File: src/logic/lsd_defs.vh
// Constants of the serial command decoder of the four-digit LED driver.
`ifndef LSD_DEFS_VH
`define LSD_DEFS_VH

// ==========================================================================
// Word fields.
`define LSD_MODE_HI      15
`define LSD_MODE_LO      12
`define LSD_SEL_HI       11
`define LSD_SEL_LO       8

// ==========================================================================
// Mode codes.
`define LSD_MODE_BLANK   4'h0
`define LSD_MODE_NORMAL  4'h1
`define LSD_MODE_LOAD    4'h2
`define LSD_MODE_ALLON   4'h3
`define LSD_MODE_STBY    4'h4

// ==========================================================================
// Register selectors and the standby nibble that means data clear.
`define LSD_SEL_DUTY     4'h0
`define LSD_SEL_DECDIG   4'h1
`define LSD_SEL_DATA0    4'h2
`define LSD_SEL_DATA3    4'h5
`define LSD_STBY_CLEAR   4'h0

// ==========================================================================
// Reset values.
`define LSD_DUTY_RST     4'hf
`define LSD_DECODE_RST   4'h1
`define LSD_COUNT_RST    2'h3
`define LSD_DATA_RST     8'h00

// ==========================================================================
// Timing: clock period and length of one duty sixteenth of a digit slot.
`define LSD_CLK_NS       20
`define LSD_SUBSLOT_NS   1280

`endif

File: src/logic/lsd_pin_sync.v
// Two-stage synchronisers with edge detection for the serial pins.
`timescale 1ns/1ps
`default_nettype none

module lsd_pin_sync #(
  parameter WIDTH = 3
) (
  input  wire             clk_i,
  input  wire             rst_b_i,
  input  wire [WIDTH-1:0] pin_i,
  output wire [WIDTH-1:0] level_o,
  output wire [WIDTH-1:0] rise_o,
  output wire [WIDTH-1:0] fall_o
);

  // ========================================================================
  // Synchroniser stages.
  reg [WIDTH-1:0] meta;
  reg [WIDTH-1:0] stable;
  reg [WIDTH-1:0] prev;

  genvar g;
  generate
    for (g = 0; g < WIDTH; g = g + 1) begin : g_bit
      // The first stage is only ever read by the second one.
      always @(posedge clk_i) begin
        if (!rst_b_i) begin
          meta[g]   <= 1'b0;
          stable[g] <= 1'b0;
          prev[g]   <= 1'b0;
        end else begin
          meta[g]   <= pin_i[g];
          stable[g] <= meta[g];
          prev[g]   <= stable[g];
        end
      end
      // Edges come from the second and third stages.
      assign rise_o[g] = stable[g] & ~prev[g];
      assign fall_o[g] = ~stable[g] & prev[g];
    end
  endgenerate

  assign level_o = stable;

endmodule
`default_nettype wire

File: src/logic/lsd_scan.v
// Digit scanner: walks enabled digits and gates each by the duty setting.
`timescale 1ns/1ps
`include "lsd_defs.vh"
`default_nettype none

module lsd_scan #(
  parameter SUBSLOT_CYCLES = `LSD_SUBSLOT_NS / `LSD_CLK_NS
) (
  input  wire       clk_i,
  input  wire       rst_b_i,
  input  wire       run_i,
  input  wire [1:0] count_i,
  input  wire [3:0] duty_i,
  output reg  [1:0] digit_o,
  output reg        lit_o
);

  // ========================================================================
  // Divider making one enable pulse per duty sixteenth.
  reg [15:0] div;
  wire       tick = (div == SUBSLOT_CYCLES[15:0] - 16'h0001);

  always @(posedge clk_i) begin
    if (!rst_b_i || !run_i || tick) begin
      div <= 16'h0000;
    end else begin
      div <= div + 16'h0001;
    end
  end

  // ========================================================================
  // Phase within the slot and the digit that owns the slot.
  reg [3:0] phase;

  // Count 0..3 enables digits zero only up to zero through three.
  always @(posedge clk_i) begin
    if (!rst_b_i || !run_i) begin
      phase   <= 4'h0;
      digit_o <= 2'h0;
    end else if (tick) begin
      phase <= phase + 4'h1;
      if (phase == 4'hf) begin
        digit_o <= (digit_o >= count_i) ? 2'h0 : digit_o + 2'h1;
      end
    end
  end

  // The digit is on for duty sixteenths of its slot, so duty 0 is dark.
  always @(posedge clk_i) begin
    if (!rst_b_i) begin
      lit_o <= 1'b0;
    end else begin
      lit_o <= run_i && (phase < duty_i) && (digit_o <= count_i);
    end
  end

endmodule
`default_nettype wire

File: src/logic/lsd_decoder.v
// Serial command decoder and mode controller of the four-digit LED driver.
`timescale 1ns/1ps
`include "lsd_defs.vh"
`default_nettype none

// The three serial pins are sampled by the system clock and never used as
// clocks, so the whole block stays in one clock domain. The price is a
// speed limit: each level of the serial clock must last longer than one
// system clock cycle, or an edge is lost in the synchroniser.
// Every display pin comes from a flip-flop, so the pins never glitch while
// the command logic and the scanner settle.

module lsd_decoder #(
  parameter SUBSLOT_CYCLES = `LSD_SUBSLOT_NS / `LSD_CLK_NS
) (
  input  wire       clk_i,
  input  wire       rst_b_i,
  input  wire       serial_data_i,
  input  wire       serial_clk_i,
  input  wire       load_i,
  output reg        cascade_data_o,
  output reg  [7:0] segment_o,
  output reg  [3:0] digit_select_o,
  output reg        standby_o
);

  // ========================================================================
  // Display operating states.
  // Standby has a state of its own so its flag can be told apart from blank.
  localparam ST_BLANK  = 2'd0;
  localparam ST_NORMAL = 2'd1;
  localparam ST_ALLON  = 2'd2;
  localparam ST_STBY   = 2'd3;

  // Pin index in the synchroniser bus.
  localparam PIN_DATA = 0;
  localparam PIN_CLK  = 1;
  localparam PIN_LOAD = 2;

  // ========================================================================
  // Character decode for decode mode; bit 0 is segment a, bit 7 the point.
  // Codes 10..14 show minus, E, H, L, P and code 15 is blank.
  function [6:0] char_segments;
    input [3:0] code;
    begin
      case (code)
        4'h0:    char_segments = 7'h3f;
        4'h1:    char_segments = 7'h06;
        4'h2:    char_segments = 7'h5b;
        4'h3:    char_segments = 7'h4f;
        4'h4:    char_segments = 7'h66;
        4'h5:    char_segments = 7'h6d;
        4'h6:    char_segments = 7'h7d;
        4'h7:    char_segments = 7'h07;
        4'h8:    char_segments = 7'h7f;
        4'h9:    char_segments = 7'h6f;
        4'ha:    char_segments = 7'h40;
        4'hb:    char_segments = 7'h79;
        4'hc:    char_segments = 7'h76;
        4'hd:    char_segments = 7'h38;
        4'he:    char_segments = 7'h73;
        default: char_segments = 7'h00;
      endcase
    end
  endfunction

  // One-hot digit select from a digit index.
  function [3:0] digit_onehot;
    input [1:0] idx;
    begin
      digit_onehot = 4'h1 << idx;
    end
  endfunction

  // True for the selectors that address one of the four display data bytes.
  function is_data_sel;
    input [3:0] sel;
    begin
      is_data_sel = (sel >= `LSD_SEL_DATA0) && (sel <= `LSD_SEL_DATA3);
    end
  endfunction

  // Data register index addressed by a data selector; selector 2 is digit 0.
  function [1:0] data_index;
    input [3:0] sel;
    begin
      data_index = sel[1:0] - 2'h2;
    end
  endfunction

  // ========================================================================
  // Pin synchronisers; the serial clock is sampled, not used as a clock.
  // Reset clears every stage to the idle low level of the pins, so no false
  // edge is seen when reset lets go.
  wire [2:0] pin_level;
  wire [2:0] pin_rise;
  wire [2:0] pin_fall;

  lsd_pin_sync #(
    .WIDTH (3)
  ) u_sync (
    .clk_i   (clk_i),
    .rst_b_i (rst_b_i),
    .pin_i   ({load_i, serial_clk_i, serial_data_i}),
    .level_o (pin_level),
    .rise_o  (pin_rise),
    .fall_o  (pin_fall)
  );

  wire sdata     = pin_level[PIN_DATA];
  wire sclk_rise = pin_rise[PIN_CLK];
  wire load_rise = pin_rise[PIN_LOAD];
  wire load_fall = pin_fall[PIN_LOAD];

  // ========================================================================
  // Sixteen-bit shift register, most significant bit first.
  reg [15:0] shift;

  // Data and clock pass equal synchroniser depth, so they stay aligned.
  always @(posedge clk_i) begin
    if (!rst_b_i) begin
      shift <= 16'h0000;
    end else if (sclk_rise) begin
      shift <= {shift[14:0], sdata};
    end
  end

  // The bit leaving the top is passed on to a cascaded device.
  // It follows the top bit one cycle late; a downstream device sees it through
  // its own synchroniser, which the slow serial clock leaves ample time for.
  always @(posedge clk_i) begin
    if (!rst_b_i) begin
      cascade_data_o <= 1'b0;
    end else begin
      cascade_data_o <= shift[15];
    end
  end

  // ========================================================================
  // Two-phase load capture: mode and selector on the rise, setting on fall.
  reg [3:0] cmd_mode;
  reg [3:0] cmd_sel;
  reg [7:0] cmd_value;
  reg       cmd_armed;
  reg       cmd_go;

  // A fall without a preceding rise is ignored, which keeps a lone setting
  // byte from acting on a stale mode; the host must still pair the two.
  always @(posedge clk_i) begin
    if (!rst_b_i) begin
      cmd_mode  <= `LSD_MODE_BLANK;
      cmd_sel   <= 4'h0;
      cmd_value <= 8'h00;
      cmd_armed <= 1'b0;
      cmd_go    <= 1'b0;
    end else begin
      cmd_go <= 1'b0;
      if (load_rise) begin
        cmd_mode  <= shift[`LSD_MODE_HI:`LSD_MODE_LO];
        cmd_sel   <= shift[`LSD_SEL_HI:`LSD_SEL_LO];
        cmd_armed <= 1'b1;
      end else if (load_fall && cmd_armed) begin
        cmd_value <= shift[7:0];
        cmd_armed <= 1'b0;
        cmd_go    <= 1'b1;
      end
    end
  end

  // ========================================================================
  // Mode state machine.
  reg [1:0] state;
  reg [1:0] next_state;
  // A standby word with a zero low nibble is a data clear; any other nibble
  // enters standby with every setting kept.
  wire      do_clear = cmd_go && (cmd_mode == `LSD_MODE_STBY) &&
                       (cmd_value[3:0] == `LSD_STBY_CLEAR);

  // Load commands leave the state alone so normal display keeps running.
  // Codes 5 to 15 are undefined and fall to the default arm unchanged.
  always @* begin
    next_state = state;
    if (cmd_go) begin
      case (cmd_mode)
        `LSD_MODE_BLANK:  next_state = ST_BLANK;
        `LSD_MODE_NORMAL: next_state = ST_NORMAL;
        `LSD_MODE_ALLON:  next_state = ST_ALLON;
        `LSD_MODE_STBY:   next_state = do_clear ? ST_BLANK : ST_STBY;
        default:          next_state = state;
      endcase
    end
  end

  // Power-up lands in blank, so nothing lights until normal or all-on is commanded.
  always @(posedge clk_i) begin
    if (!rst_b_i) begin
      state <= ST_BLANK;
    end else begin
      state <= next_state;
    end
  end

  // ========================================================================
  // Setting registers.
  reg [3:0] digit_duty_level;
  reg [3:0] decode_mode;
  reg [1:0] digit_count;
  reg [7:0] pattern [0:3];
  wire      do_load = cmd_go && (cmd_mode == `LSD_MODE_LOAD);
  integer   i;

  // Clear and reset share defaults; blank, all-on and standby touch nothing.
  always @(posedge clk_i) begin
    if (!rst_b_i || do_clear) begin
      digit_duty_level <= `LSD_DUTY_RST;
      decode_mode      <= `LSD_DECODE_RST;
      digit_count      <= `LSD_COUNT_RST;
      for (i = 0; i < 4; i = i + 1) begin
        pattern[i] <= `LSD_DATA_RST;
      end
    end else if (do_load) begin
      if (cmd_sel == `LSD_SEL_DUTY) begin
        digit_duty_level <= cmd_value[3:0];
      end else if (cmd_sel == `LSD_SEL_DECDIG) begin
        decode_mode <= cmd_value[7:4];
        digit_count <= cmd_value[1:0];
      end else if (is_data_sel(cmd_sel)) begin
        pattern[data_index(cmd_sel)] <= cmd_value;
      end
      // Any other selector falls through every arm and changes nothing.
    end
  end

  // ========================================================================
  // Digit scanner; it runs while the display is lit.
  // All-on runs it too, so the forced segments still share time between the
  // digits and keep to the duty setting.
  wire       scan_run = (state == ST_NORMAL) || (state == ST_ALLON);
  wire [1:0] scan_digit;
  wire       scan_lit;

  lsd_scan #(
    .SUBSLOT_CYCLES (SUBSLOT_CYCLES)
  ) u_scan (
    .clk_i   (clk_i),
    .rst_b_i (rst_b_i),
    .run_i   (scan_run),
    .count_i (digit_count),
    .duty_i  (digit_duty_level),
    .digit_o (scan_digit),
    .lit_o   (scan_lit)
  );

  // ========================================================================
  // Segment pattern of the digit now being scanned.
  reg [7:0] cur_pattern;
  reg [7:0] cur_segments;

  // Settings are read live, so a fresh load shows at the next refresh.
  // In raw mode the data byte maps straight to segments a to g and the point.
  always @* begin
    cur_pattern = pattern[scan_digit];
    if (decode_mode == 4'h0) begin
      cur_segments = cur_pattern;
    end else begin
      cur_segments = {cur_pattern[7], char_segments(cur_pattern[3:0])};
    end
  end

  // ========================================================================
  // Output drivers, all registered.
  // Blank and standby both drive the pins dark; only the flag tells them apart.
  always @(posedge clk_i) begin
    if (!rst_b_i) begin
      segment_o      <= 8'h00;
      digit_select_o <= 4'h0;
      standby_o      <= 1'b0;
    end else begin
      standby_o <= (state == ST_STBY);
      case (state)
        ST_NORMAL: begin
          segment_o      <= scan_lit ? cur_segments : 8'h00;
          digit_select_o <= scan_lit ? digit_onehot(scan_digit) : 4'h0;
        end
        ST_ALLON: begin
          segment_o      <= 8'hff;
          digit_select_o <= scan_lit ? digit_onehot(scan_digit) : 4'h0;
        end
        ST_STBY: begin
          // Standby keeps every setting but lights nothing.
          segment_o      <= 8'h00;
          digit_select_o <= 4'h0;
        end
        default: begin
          segment_o      <= 8'h00;
          digit_select_o <= 4'h0;
        end
      endcase
    end
  end

endmodule
`default_nettype wire

File: config.mk
export PLATFORM = sky130hd
export DESIGN_NAME = lsd_decoder
export DESIGN_NICKNAME = d
export VERILOG_FILES = /design/src/logic/lsd_pin_sync.v /design/src/logic/lsd_scan.v /design/src/logic/lsd_decoder.v
export VERILOG_INCLUDE_DIRS = /design/src /design/src/logic
export SDC_FILE = /design/constraint.sdc
export NUM_CORES = 1
export LEC_CHECK = 0
export BUFFER_PORTS_ARGS = -buffer_cell sky130_fd_sc_hd__buf_2
export CORE_MARGIN = 8
export CORE_UTILIZATION = 33
export CTS_CLUSTER_DIAMETER = 30
export DETAILED_ROUTE_END_ITERATION = 6
export PLACE_DENSITY_LB_ADDON = 0.05
export RECOVER_POWER = 100
export SLEW_MARGIN = 20
export SYNTH_ARGS = -nofsm -noshare
export SYNTH_HDL_FRONTEND = slang
export SYNTH_SLANG_ARGS = --single-unit
File: constraint.sdc
create_clock -name clk_i -period 5.15 [get_ports clk_i]
set_input_delay 0.2575 -clock clk_i [delete_from_list [all_inputs] [get_ports clk_i]]
set_output_delay 0.2575 -clock clk_i [all_outputs]
set_load 0.02 [all_outputs]
# Yosys cells after proc, flatten, opt, wreduce, memory -nomap -nowiden
# Memories as Yosys holds them, arrays and structs flattened. A register that Yosys moved wholly into a read port is not among the register bits.
# Index checks and enable logic that the tools add are counted.
[op_classes]
shift = 1
mux = 22
n_lt_le_gt_ge = 5
n_bitwise = 9
n_reduce_logical = 28
addsub = 4
n_eq_ne = 10
[ops]
columns = ["operator", "count"]
rows = [
  ["16-bit by 1-bit adder with 16-bit output, second input constant", 1],
  ["16-bit by 6-bit equality test with 1-bit output, second input constant", 1],
  ["4-bit zero test", 4],
  ["8-bit 2-to-1 mux", 2],
  ["8-bit one-hot mux with 2 select lines", 1],
  ["1-bit 2-to-1 mux", 12],
  ["2-bit 2-to-1 mux", 5],
  ["4-bit by 1-bit equality test with 1-bit output, second input constant", 2],
  ["4-bit by 2-bit equality test with 1-bit output, second input constant", 2],
  ["2-bit one-hot mux with 4 select lines", 1],
  ["2-bit AND reduction", 4],
  ["8-bit OR reduction", 1],
  ["1-bit logical AND", 7],
  ["7-bit 2-to-1 mux", 1],
  ["1-bit NOT", 6],
  ["3-bit AND reduction", 2],
  ["4-bit by 1-bit adder with 4-bit output, second input constant", 1],
  ["2-bit equality test, second input constant", 2],
  ["4-bit by 3-bit equality test with 1-bit output, second input constant", 1],
  ["4-bit equality test, second input constant", 1],
  ["4-bit by 2-bit >= comparator with 1-bit output, second input constant", 1],
  ["4-bit by 3-bit less-or-equal comparator with 1-bit output, second input constant", 1],
  ["1-bit logical OR", 4],
  ["4-bit less-than comparator", 1],
  ["other kinds (11)", 15],
]
[word_totals]
memories = 2
ff_bits = 91
out_inout_bits = 14
word_cells = 107
mem_bits_ro = 112
mem_bits_rw = 32
in_bits = 5
[memory_table]
columns = ["memory", "depth", "word_bits", "rd", "rd_clocked_by_memory_dff", "wr", "line_no", "source"]
rows = [
  ["(no name shown)", 16, 7, 1, 0, 0, "lsd_decoder.v:46", "case (code)"],
  ["pattern", 4, 8, 1, 1, 4, "lsd_decoder.v:208", "reg [7:0] pattern [0:3];"],
]

# Longest topological paths before layout
# Gate-level depths: netlist of run 1.
[logic_depth]
depth_word = 10
mapped_depth = 8
mapped_depth_nobuf = 7

# Modules after synthesis
# A second synthesis of run 1 with hierarchy kept.
[hier_totals]
hier_cells = 508
hier_area_um2 = 5435.2
[by_module_without_submodules]
columns = ["module", "area_each_um2", "seq_area_each_um2", "cells_each", "instances"]
rows = [
  ["lsd_decoder", 4005.1, 2162.1, 350, 1],
  ["lsd_scan", 1156.1, 460.4, 134, 1],
  ["lsd_pin_sync", 274.0, 180.2, 24, 1],
]

# Least setup slack after synthesis of run 1
# OpenSTA, ideal clock, no wires.
[synth_path]
path_type = "register -> register"
start = "reg cmd_mode[1]"
end = "mem pattern[2][0], enable pin"
arrival_time_ps = 2001
t_required_ps = 4766
setup_ps = 384
path_stages_with_launch = 4
setup_slack_ps = 2765
period_less_slack_ps = 2385
path_cell_list = "dfxtp_1 > or4b_4 > or3_4 > o21ai_0"
[synth_lines]
columns = ["item", "line_no", "source"]
rows = [
  ["from (decl)", "lsd_decoder.v:141", "reg [3:0] cmd_mode;"],
  ["from (signal assigned)", "lsd_decoder.v:151", "cmd_mode <= `LSD_MODE_BLANK;"],
  ["from (signal assigned)", "lsd_decoder.v:159", "cmd_mode <= shift[`LSD_MODE_HI:`LSD_MODE_LO];"],
  ["to (decl)", "lsd_decoder.v:208", ""],
]

# Worst setup path in the final report of run 1
[layout_path]
start = "reg u_scan.div[11]"
end = "reg u_scan.div[5]"
[layout_between]
elab_chain_len = 2
[layout_rtl]
columns = ["item", "line_no", "source"]
rows = [
  ["from (decl)", "lsd_scan.v:20", "reg [15:0] div;"],
  ["from (signal assigned)", "lsd_scan.v:27", "div <= div + 16'h0001;"],
  ["16-bit by 6-bit equality test with 1-bit output", "lsd_scan.v:21", "wire tick = (div == SUBSLOT_CYCLES[15:0] - 16'h0001);"],
  ["1-bit logical OR", "lsd_scan.v:24", "if (!rst_b_i || !run_i || tick) begin"],
]
# Every way passes these cells.
# A chain may end at the register's enable or synchronous reset.

==> results of run 1 <==
cells in the final DEF (no fill, tap or decap), types with 8 or more instances in the layout:
cell,netlist,layout
sky130_fd_sc_hd__dfxtp_1,93,93
sky130_fd_sc_hd__nand2_1,68,68
sky130_fd_sc_hd__a21oi_1,45,45
sky130_fd_sc_hd__nor2_1,33,34
sky130_fd_sc_hd__edfxtp_1,32,32
sky130_fd_sc_hd__and2_0,2,24
sky130_fd_sc_hd__and2_1,43,21
sky130_fd_sc_hd__mux2i_1,20,20
sky130_fd_sc_hd__inv_1,17,18
sky130_fd_sc_hd__ha_1,17,17
sky130_fd_sc_hd__clkbuf_16,0,17
sky130_fd_sc_hd__clkbuf_1,18,17
sky130_fd_sc_hd__nand3_1,12,12
sky130_fd_sc_hd__nand2b_1,10,10
sky130_fd_sc_hd__nor3_1,8,9
sky130_fd_sc_hd__o21ai_0,8,9
sky130_fd_sc_hd__mux4_2,8,8
sky130_fd_sc_hd__o31ai_1,8,8
sky130_fd_sc_hd__or4_1,8,8
worst paths after layout:
| check | from | to | slack [ns] | cells past startpoint |
|---|---|---|---|---|
| max | u_scan.div[11]$_SDFF_PP0_ | u_scan.div[5]$_SDFF_PP0_ | 1.86 | 4 |
| max reg2reg | u_scan.div[11]$_SDFF_PP0_ | u_scan.div[5]$_SDFF_PP0_ | 1.86 | 4 |
| min reg2reg | u_sync.meta[2]$_SDFF_PN0_ | u_sync.level_o[2]$_SDFF_PN0_ | 0.43 | 1 |
| min | load_i | u_sync.meta[2]$_SDFF_PN0_ | 0.05 | 2 |
Yosys cell counts (all sizes together), types with 2 or more instances:
cell / count
nor3: 9
o41ai: 2
nand2: 68
o21ai: 9
nand3: 12
xor2: 5
xnor2: 4
ha: 17
inv: 18
nand3b: 2
buf: 6
and3: 4
clkbuf: 18
mux2i: 20
nand4b: 2
nor4: 6
or4b: 2
o21a: 2
edfxtp: 32
nor2b: 4
mux4: 8
o211ai: 6
nor2: 34
a21oi: 45
or4: 8
a31oi: 3
nand2b: 10
and2: 45
dfxtp: 93
a21o: 2
or3: 4
and4: 2
a31o: 2
o31ai: 8
nand4: 5
routing by layer:
metal	up-vias	GRT usage, %	part of all wire [%]
li1	1924	-	-
met1	1797	15.9	50
met2	51	19.1	46
met3	11	3.28	3.2
met4	0	5.42	1.1
met5	-	0	0
cell type report:
class / instances / area, um^2 / share of cell area, %
flip-flops and latches: 125 / 2820 / 45.1
multi-input cells: 367 / 2410 / 38.6
clock buffers: 20 / 450 / 7.20
well taps: 220 / 275 / 4.40
clock inverters: 12 / 143 / 2.28
repair buffers: 20 / 82.6 / 1.32
inverters: 18 / 67.6 / 1.08
cell families after synthesis:
kind of cell | Yosys count
mux | 28
buf+inv | 42
compound gates | 90
flops | 125
simple gates | 223
xor+xnor | 9
fa+ha+maj | 17
flip-flops by register name (all words and copies together), names as in the netlist, 3 cells and up, named ones only:
name and flops:
pattern 32, shift 16, u_scan.div 16, cmd_value 8, segment_o 8, cmd_mode 4, cmd_sel 4, decode_mode 4
digit_duty_level 4, digit_select_o 4, u_scan.phase 4, u_sync.level_o 3, u_sync.meta 3
critical path: stages (launching register included):
cell and delay [ns]:
sky130_fd_sc_hd__dfxtp_1 0.37, sky130_fd_sc_hd__nor4_1 0.77, sky130_fd_sc_hd__nand3_1 0.42, sky130_fd_sc_hd__o21ai_0 1.43, sky130_fd_sc_hd__nor2_1 0.10
report_power, final:
part / internal, mW / switching, mW / leakage [nW] / total, mW
clock network: 0.774 / 0.426 / 0.294 / 1.20
registers: 1.02 / 0.00509 / 1.08 / 1.02
logic: 0.0125 / 0.0277 / 0.877 / 0.0401
total: 1.80 / 0.458 / 2.25 / 2.26
per-stage QoR:
| step | hold slack [ns] | total power [mW] | worst slack, ns | instance area (um^2) | cells |
|---|---|---|---|---|---|
| 2_1_floorplan | 0.385 | 1.07 | 2.76 | 5460 | 534 |
| 3_5_place_dp | 0.424 | 1.09 | 2.49 | 5740 | 750 |
| 4_1_cts | 0.0238 | 2.30 | 2.48 | 6330 | 782 |
| 6_report | 0.0507 | 2.26 | 1.86 | 6250 | 782 |
| 5_1_grt | 0.0394 | 2.35 | 1.30 | 6250 | 782 |
| 3_3_place_gp | 0.418 | 1.09 | 2.56 | 5740 | 750 |
==> metrics.cfg, run 1 <==
[final_layout]
final.fill_count = 1646
post-route-util_pct = 38.1
antenna_cells = 0
fin_nets = 571
layout-drive-gt1-share_pct = 8.90
area_growth_syn_to_layout_pct = 14.5

[synth]
yosys_most_used_dff = sky130_fd_sc_hd__dfxtp_1
adder_cell_share_of_the_synthesized_area_pct = 3.89
synth_compound_gate_area_share_pct = 10.4
postSynthAreaPerCell_um2 = 10.2
syn_inst = 534
post-synth-top-area-cell = sky130_fd_sc_hd__dfxtp_1
async_reset_ff_share_pct = 0
synth.ff_latch_count = 125
synth_top_family_by_area = simple AND/OR/NAND/NOR gates
post_synth_mux_area_share_pct = 6.96
synth_xor_area_share_pct = 1.44
synth-seq-area-share_pct = 51.7
yosys-top-cells-area = sky130_fd_sc_hd__dfxtp_1 (34%), sky130_fd_sc_hd__edfxtp_1 (18%), sky130_fd_sc_hd__and2_1 (4.9%)
synth.lib_cells_used.distinct = 63
synthesis.nets = 556
yosys.area_share.simple_pct = 22.5
synth.cell_area_mm2 = 0.00546
yosys_warning_total = 0
post_synth_edffs = 32
yosysTopAreaCellShare_pct = 34.1

[sta]
fin_skew_ns = 0.00820
finalCriticalPeriod_ns = 3.29
setup_viol_count_final = 0
slew_of_the_pin_with_the_lowest_slew_margin_ns = 1.73
final_clock_period_utilization_by_the_worst_path_pct = 63.8
hold_violations = 0
maxSlewHeadroom_pct = -16.5
drv_slew = 24
rsz_0062_raised_after_global_routing = no
fin_tns_setup_ns = 0
maxClockFrequency_ghz = 0.304

[floorplanning]
fp.dieArea_mm2 = 0.0209
io_pins = 19
placementRows = 47
floorplan.core_area_mm2 = 0.0164
initial_utilization_pct = 33.3
fp.dieW_um = 145
die_height_um = 145

[route]
routed_wire_length_per_instance_um = 15.1
finalWirelength_um = 11800
avgViaCountPerCell = 4.84
via_count = 3783
first_iter_violations = 176
detail_route.drc_violations = 0
drt_pre_antenna_iters = 4
detail-route-antenna-nets = 0

[pwr]
maximum_resistive_drop_on_vdd_mv = 0.226
power.density_cell_area_mw_per_mm2 = 362
power.leakage_nw = 2.25

[setup_path]
worst-endpoint-arrival_ns = 3.52
worstSetupPathType = reg2reg
critPathCaptureType = flip-flop
timing.critical_path.required_ns = 5.38
crit_path_max_fanout = 15
startpoint_type = flip-flop

[clock_network]
cts-buffers-inserted = 17
cts_tree = done
root_cell_of_the_clock_tree = sky130_fd_sc_hd__clkbuf_16
path_clk_slew_ns = 0.06
cts.htree.levels = 4
post_cts.resized_instances = 0
ctsLongestPathBuffers = 2
cts.hold.buffers_added = 0
postCtsSetupRepairBufs = 0
tritoncts_num_sinks = 125
clk_latency_ns = 0.41

[grt]
first_global_vias = 3724
grt_usage_pct = 12.3
grt_first_pass_wirelength_um = 19600
grt_max_degree = 38
antenna_found_initial = 0
gr-total-overflow = 0

[place]
routabilityCongestion = 0.738
placement.io_buffers = 18
detailedPlacementHpwl_um = 8290

[outcome]
failed_checks = capacitance limit, slew limit
status = finished, violations left

[hold_path]
hold_path.class = in2reg

[job]
number_of_max_cap_violations = 2

No activity file was read; power rests on OpenSTA's default activity.
==> run 2: changes to the inputs <==
clock period = 2.9 ns   (was 5.15 ns; I/O delays follow)
==> run 2 against run 1 <==
Compared with the run above:
- the flow now finishes without violations
- combinational power grew 100%
- cell area is 2.6% higher
- critical path depth is the same
- sequential share of layout area shrank 1.2 points
- clock-buffer cell count is 3 higher
- clock skew rose by 0.0015 ns
==> metrics.cfg, run 2 (synthesis results as in run 1) <==
[outcome]
status = finished clean

[clock_network]
ctsLongestPathBuffers = 2
cts-buffers-inserted = 17
clk_latency_ns = 0.41
path_clk_slew_ns = 0.06
root_cell_of_the_clock_tree = sky130_fd_sc_hd__clkbuf_16
cts_tree = done
cts.htree.levels = 4
post_cts.resized_instances = 0
tritoncts_num_sinks = 125

[grt]
gr-total-overflow = 0
grt_first_pass_wirelength_um = 19800
antenna_found_initial = 0
first_global_vias = 3880
grt_usage_pct = 12.3
grt_max_degree = 37

[sta]
drv_slew = 0
rsz_0062_raised_after_global_routing = no
final_clock_period_utilization_by_the_worst_path_pct = 85.9
maxSlewHeadroom_pct = 15.8
setup_viol_count_final = 0
fin_tns_setup_ns = 0
slew_of_the_pin_with_the_lowest_slew_margin_ns = 1.25
hold_violations = 0
maxClockFrequency_ghz = 0.401
finalCriticalPeriod_ns = 2.49
fin_skew_ns = 0.00974

[floorplanning]
io_pins = 19
placementRows = 47
fp.dieW_um = 145
die_height_um = 145
initial_utilization_pct = 33.3
floorplan.core_area_mm2 = 0.0164
fp.dieArea_mm2 = 0.0209

[final_layout]
layout-drive-gt1-share_pct = 9.97
commonest_cells_after_routing_fill_and_taps_aside = sky130_fd_sc_hd__dfxtp_1 (93), sky130_fd_sc_hd__nand2_1 (68), sky130_fd_sc_hd__a21oi_1 (45)
area_growth_syn_to_layout_pct = 17.5
most_common_cell_after_layout_fill_and_taps_aside = sky130_fd_sc_hd__dfxtp_1
post-route-util_pct = 39.1
fin_nets = 581
antenna_cells = 0
final.fill_count = 1595
final-instance-count-excl-fill = 792
regMostFlops = pattern
layout_top_registers = pattern x32, shift x16, u_scan.div x16
largest_register_ffs = 32

[setup_path]
startpoint_type = flip-flop
cp_num_buf_inv = 0
worst_r2r_path_depth = 4
crit_chain = or4b_1 -> or3_4 -> nor3_1 -> and2_0
crit_path_max_fanout = 8
crit_cells = 4
timing.critical_path.required_ns = 3.17
worst-endpoint-arrival_ns = 2.76
worst_path_max_delay_cell = sky130_fd_sc_hd__nor3_1
timing.critical_path.slowest_cell_delay_ns = 0.73
critPathCaptureType = flip-flop
worstSetupPathType = reg2reg
path_delay_family = simple AND/OR/NAND/NOR gates

[pwr]
power.density_cell_area_mw_per_mm2 = 672
power.leakage_nw = 2.32
maximum_resistive_drop_on_vdd_mv = 0.520

[place]
placement.io_buffers = 18
placed_cells_incl_taps = 757
routabilityCongestion = 0.768
detailedPlacementHpwl_um = 8370

[route]
avgViaCountPerCell = 4.88
detail-route-antenna-nets = 0
finalWirelength_um = 11900
detail_route.drc_violations = 0
routed_wire_length_per_instance_um = 15.1
first_iter_violations = 186
via_count = 3864
drt_pre_antenna_iters = 5

[hold_path]
whs_path_depth = 2
hold_path.class = in2reg

[job]
number_of_max_cap_violations = 0

[run 2: cell count changes in the layout (fill, tap and decap cells not counted), sizes merged]
cell,before,now
buf,4,9
clkinv,5,0
dlygate4sd3,0,3
inv,20,19
clkbuf,36,41
bufinv,3,5
clkinvlp,2,3
[run 2: layout make-up]
| type | count | area (um^2) | area share [%] |
|---|---|---|---|
| sequential | 125 | 2820 | 44.0 |
| multi-input combinational | 367 | 2420 | 37.6 |
| clock buffer | 23 | 503 | 7.84 |
| tap | 220 | 275 | 4.29 |
| clock inverter | 9 | 179 | 2.79 |
| timing repair buffer | 30 | 155 | 2.42 |
| inverter | 18 | 67.6 | 1.05 |
[run 2: metrics by stage]
step                cell area (um^2)  power [mW]  setup WS (ns)  hold slack (ns)
detailed placement              5790        1.93          0.457            0.354
CTS                             6500        4.38          0.451            0.129
global route                    6420        4.46          0.239            0.135
finish                          6420        4.32          0.408            0.118
global placement                5790        1.93          0.576            0.352
floorplan                       5460        1.91          0.515            0.272
[run 2: what timing repair did]
action / 4_1_cts / 5_1_grt
endpoints found under the setup margin: 0 / 0
buffers inserted: 0 / 0
hold endpoints to repair: 3 / 0
hold buffers: 3 / 0
[run 2: layer usage]
layer / up-vias / routed length [um] / GRT usage (%)
met2: 47 / 5490 / 19.5
met1: 1856 / 5890 / 15.7
li1: 1954 / - / -
met4: 0 / 124 / 4.16
met3: 7 / 436 / 3.77
met5: - / 0 / 0
[run 2: report_power, final]
group / total, mW / switching (mW) / internal (mW)
clock network: 2.42 / 0.765 / 1.66
registers: 1.81 / 0.00794 / 1.81
logic: 0.0802 / 0.0517 / 0.0285
total: 4.32 / 0.824 / 3.49
[run 2: path summary, 6_finish.rpt]
| check | from | endpoint | slack, ns |
|---|---|---|---|
| worst min register to register | u_sync.meta[2]$_SDFF_PN0_ | u_sync.level_o[2]$_SDFF_PN0_ | 0.43 |
| worst max-delay path | cmd_mode[1]$_SDFFE_PN0P_ | pattern[2][5]$_SDFFCE_PN0P_ | 0.41 |
| worst max register to register | cmd_mode[1]$_SDFFE_PN0P_ | pattern[2][5]$_SDFFCE_PN0P_ | 0.41 |
| worst min-delay path | rst_b_i | state[1]$_SDFFE_PN0P_ | 0.12 |
==> run 3: changes to the inputs <==
CAP_MARGIN = 0   (was not set)
CORE_ASPECT_RATIO = 0.5   (was not set)
==> run 3 against run 2 <==
Compared with the run above:
- clock power shrank 18%
- worst setup slack better by 0.0091 ns
- non-clock buffer count did not move
- sequential share of layout area rose by 0.81 points
- first-iteration DRC count grew 46%
- total power shrank 10%
- die area up 1.2%
- combinational power fell by 1%
- wire length is 2.7% higher
- clock-buffer cell count shrank 6
- largest power group unchanged
==> metrics.cfg, run 3 (synthesis results as in run 1) <==
[outcome]
status = finished clean

[clock_network]
clk_latency_ns = 0.41
root_cell_of_the_clock_tree = sky130_fd_sc_hd__clkbuf_16
path_clk_slew_ns = 0.06
ctsLongestPathBuffers = 2
cts.htree.levels = 4
cts_tree = done
cts-buffers-inserted = 17
post_cts.resized_instances = 0
tritoncts_num_sinks = 125

[floorplanning]
floorplan.core_area_mm2 = 0.0163
die_height_um = 107
fp.dieW_um = 198
io_pins = 19
fp.dieArea_mm2 = 0.0212
initial_utilization_pct = 33.6
placementRows = 33

[final_layout]
layout-drive-gt1-share_pct = 9.79
regMostFlops = pattern
layout_top_registers = pattern x32, shift x16, u_scan.div x16
largest_register_ffs = 32
multi_input_area_mm2 = 0.00243
most_common_cell_after_layout_fill_and_taps_aside = sky130_fd_sc_hd__dfxtp_1
commonest_cells_after_routing_fill_and_taps_aside = sky130_fd_sc_hd__dfxtp_1 (93), sky130_fd_sc_hd__nand2_1 (68), sky130_fd_sc_hd__a21oi_1 (45)
register_area_mm2 = 0.00282
final.fill_count = 1656
antenna_cells = 0
area_growth_syn_to_layout_pct = 15.4
fin_nets = 581
post-route-util_pct = 38.7

[sta]
drv_slew = 0
setup_viol_count_final = 0
final_clock_period_utilization_by_the_worst_path_pct = 85.6
fin_skew_ns = 0.00778
whs_ns = 0.115
finalCriticalPeriod_ns = 2.48
rsz_0062_raised_after_global_routing = no
maxClockFrequency_ghz = 0.403
fin_tns_setup_ns = 0
maxSlewHeadroom_pct = 32.3
slew_of_the_pin_with_the_lowest_slew_margin_ns = 1.01
hold_violations = 0

[pwr]
p_switching_mw = 0.929
p_clk_share_pct = 51.2
report.power.total_mw = 3.88
power.density_cell_area_mw_per_mm2 = 616
maximum_resistive_drop_on_vdd_mv = 0.358
seq_pwr_share_pct = 46.7
comb_power_share_pct = 2.0
power.leakage_nw = 2.25
internal_power_mw = 2.95
power.share.switching_pct = 23.9

[place]
routabilityCongestion = 0.754
detailedPlacementHpwl_um = 8620
placement.io_buffers = 18

[route]
drt_pre_antenna_iters = 4
first_iter_violations = 271
detail-route-antenna-nets = 0
routed_wire_length_per_instance_um = 15.3
avgViaCountPerCell = 4.73
detail_route.drc_violations = 0
via_count = 3776
finalWirelength_um = 12300

[setup_path]
crit_path_max_fanout = 8
critPathCaptureType = flip-flop
timing.critical_path.required_ns = 2.94
worst-endpoint-arrival_ns = 2.53
worstSetupPathType = reg2reg
startpoint_type = flip-flop

[grt]
first_global_vias = 3712
grt_first_pass_wirelength_um = 20400
grt_max_degree = 37
antenna_found_initial = 0
grt_usage_pct = 12.4
gr-total-overflow = 0

[job]
number_of_max_cap_violations = 0

[hold_path]
hold_path.class = in2reg

[run 3: power by group through the flow]
stage          sequential (mW)  combinational, mW  clock, mW
3_3_place_gp              1.85             0.0807          0
5_1_grt                   1.81             0.0886       2.15
6_report                  1.81             0.0790       1.99
3_5_place_dp              1.85             0.0802          0
2_1_floorplan             1.85             0.0577          0
4_1_cts                   1.81             0.0833       2.06
[run 3: layout make-up]
class,instances,share of cell area [%]
clock inverter,15,2.04
inverter,18,1.07
tap,227,4.51
sequential,125,44.8
multi-input combinational,367,38.5
timing repair buffer,30,2.34
clock buffer,17,6.75
[run 3: worst paths after layout]
check / startpoint / to / slack, ns / cells after the start
setup / recovery: cmd_mode[1]$_SDFFE_PN0P_ / pattern[3][0]$_DFFE_PP_ / 0.42 / 4
hold / removal: rst_b_i / state[1]$_SDFFE_PN0P_ / 0.12 / 2
setup reg to reg: cmd_mode[1]$_SDFFE_PN0P_ / pattern[3][0]$_DFFE_PP_ / 0.42 / 4
hold reg to reg: u_sync.meta[1]$_SDFF_PN0_ / u_sync.level_o[1]$_SDFF_PN0_ / 0.43 / 1
[run 3: repair_timing]
item / in CTS / in global routing
setup buffers: 0 / 0
endpoints found under the setup margin: 0 / 0
endpoints found under the hold margin: 3 / 0
hold buffers: 3 / 0
[run 3: per-stage QoR]
step                      area [um^2]  instances  setup slack [ns]
after CTS                        6380        799             0.517
after detailed placement         5800        764             0.524
after global placement           5800        764             0.598
after floorplan                  5460        534             0.515
final                            6300        799             0.417
after global routing             6300        799             0.228
[run 3: worst max-delay path, stage by stage, from the launching register on]
cell	delay, ns
sky130_fd_sc_hd__dfxtp_1	0.44
sky130_fd_sc_hd__or4b_1	0.58
sky130_fd_sc_hd__or3_1	0.45
sky130_fd_sc_hd__o21ai_0	0.18
sky130_fd_sc_hd__clkbuf_1	0.47
[run 3: layer usage]
metal  vias up  global-route usage, %  part of all wire (%)  wire length (um)
met4         0                   3.82                  0.59                72
met1      1781                   17.2                    54              6650
met5         -                      0                     0                 0
met3         6                   3.91                   3.2               394
met2        34                   18.0                    42              5140
li1       1955                      -                     -                 -
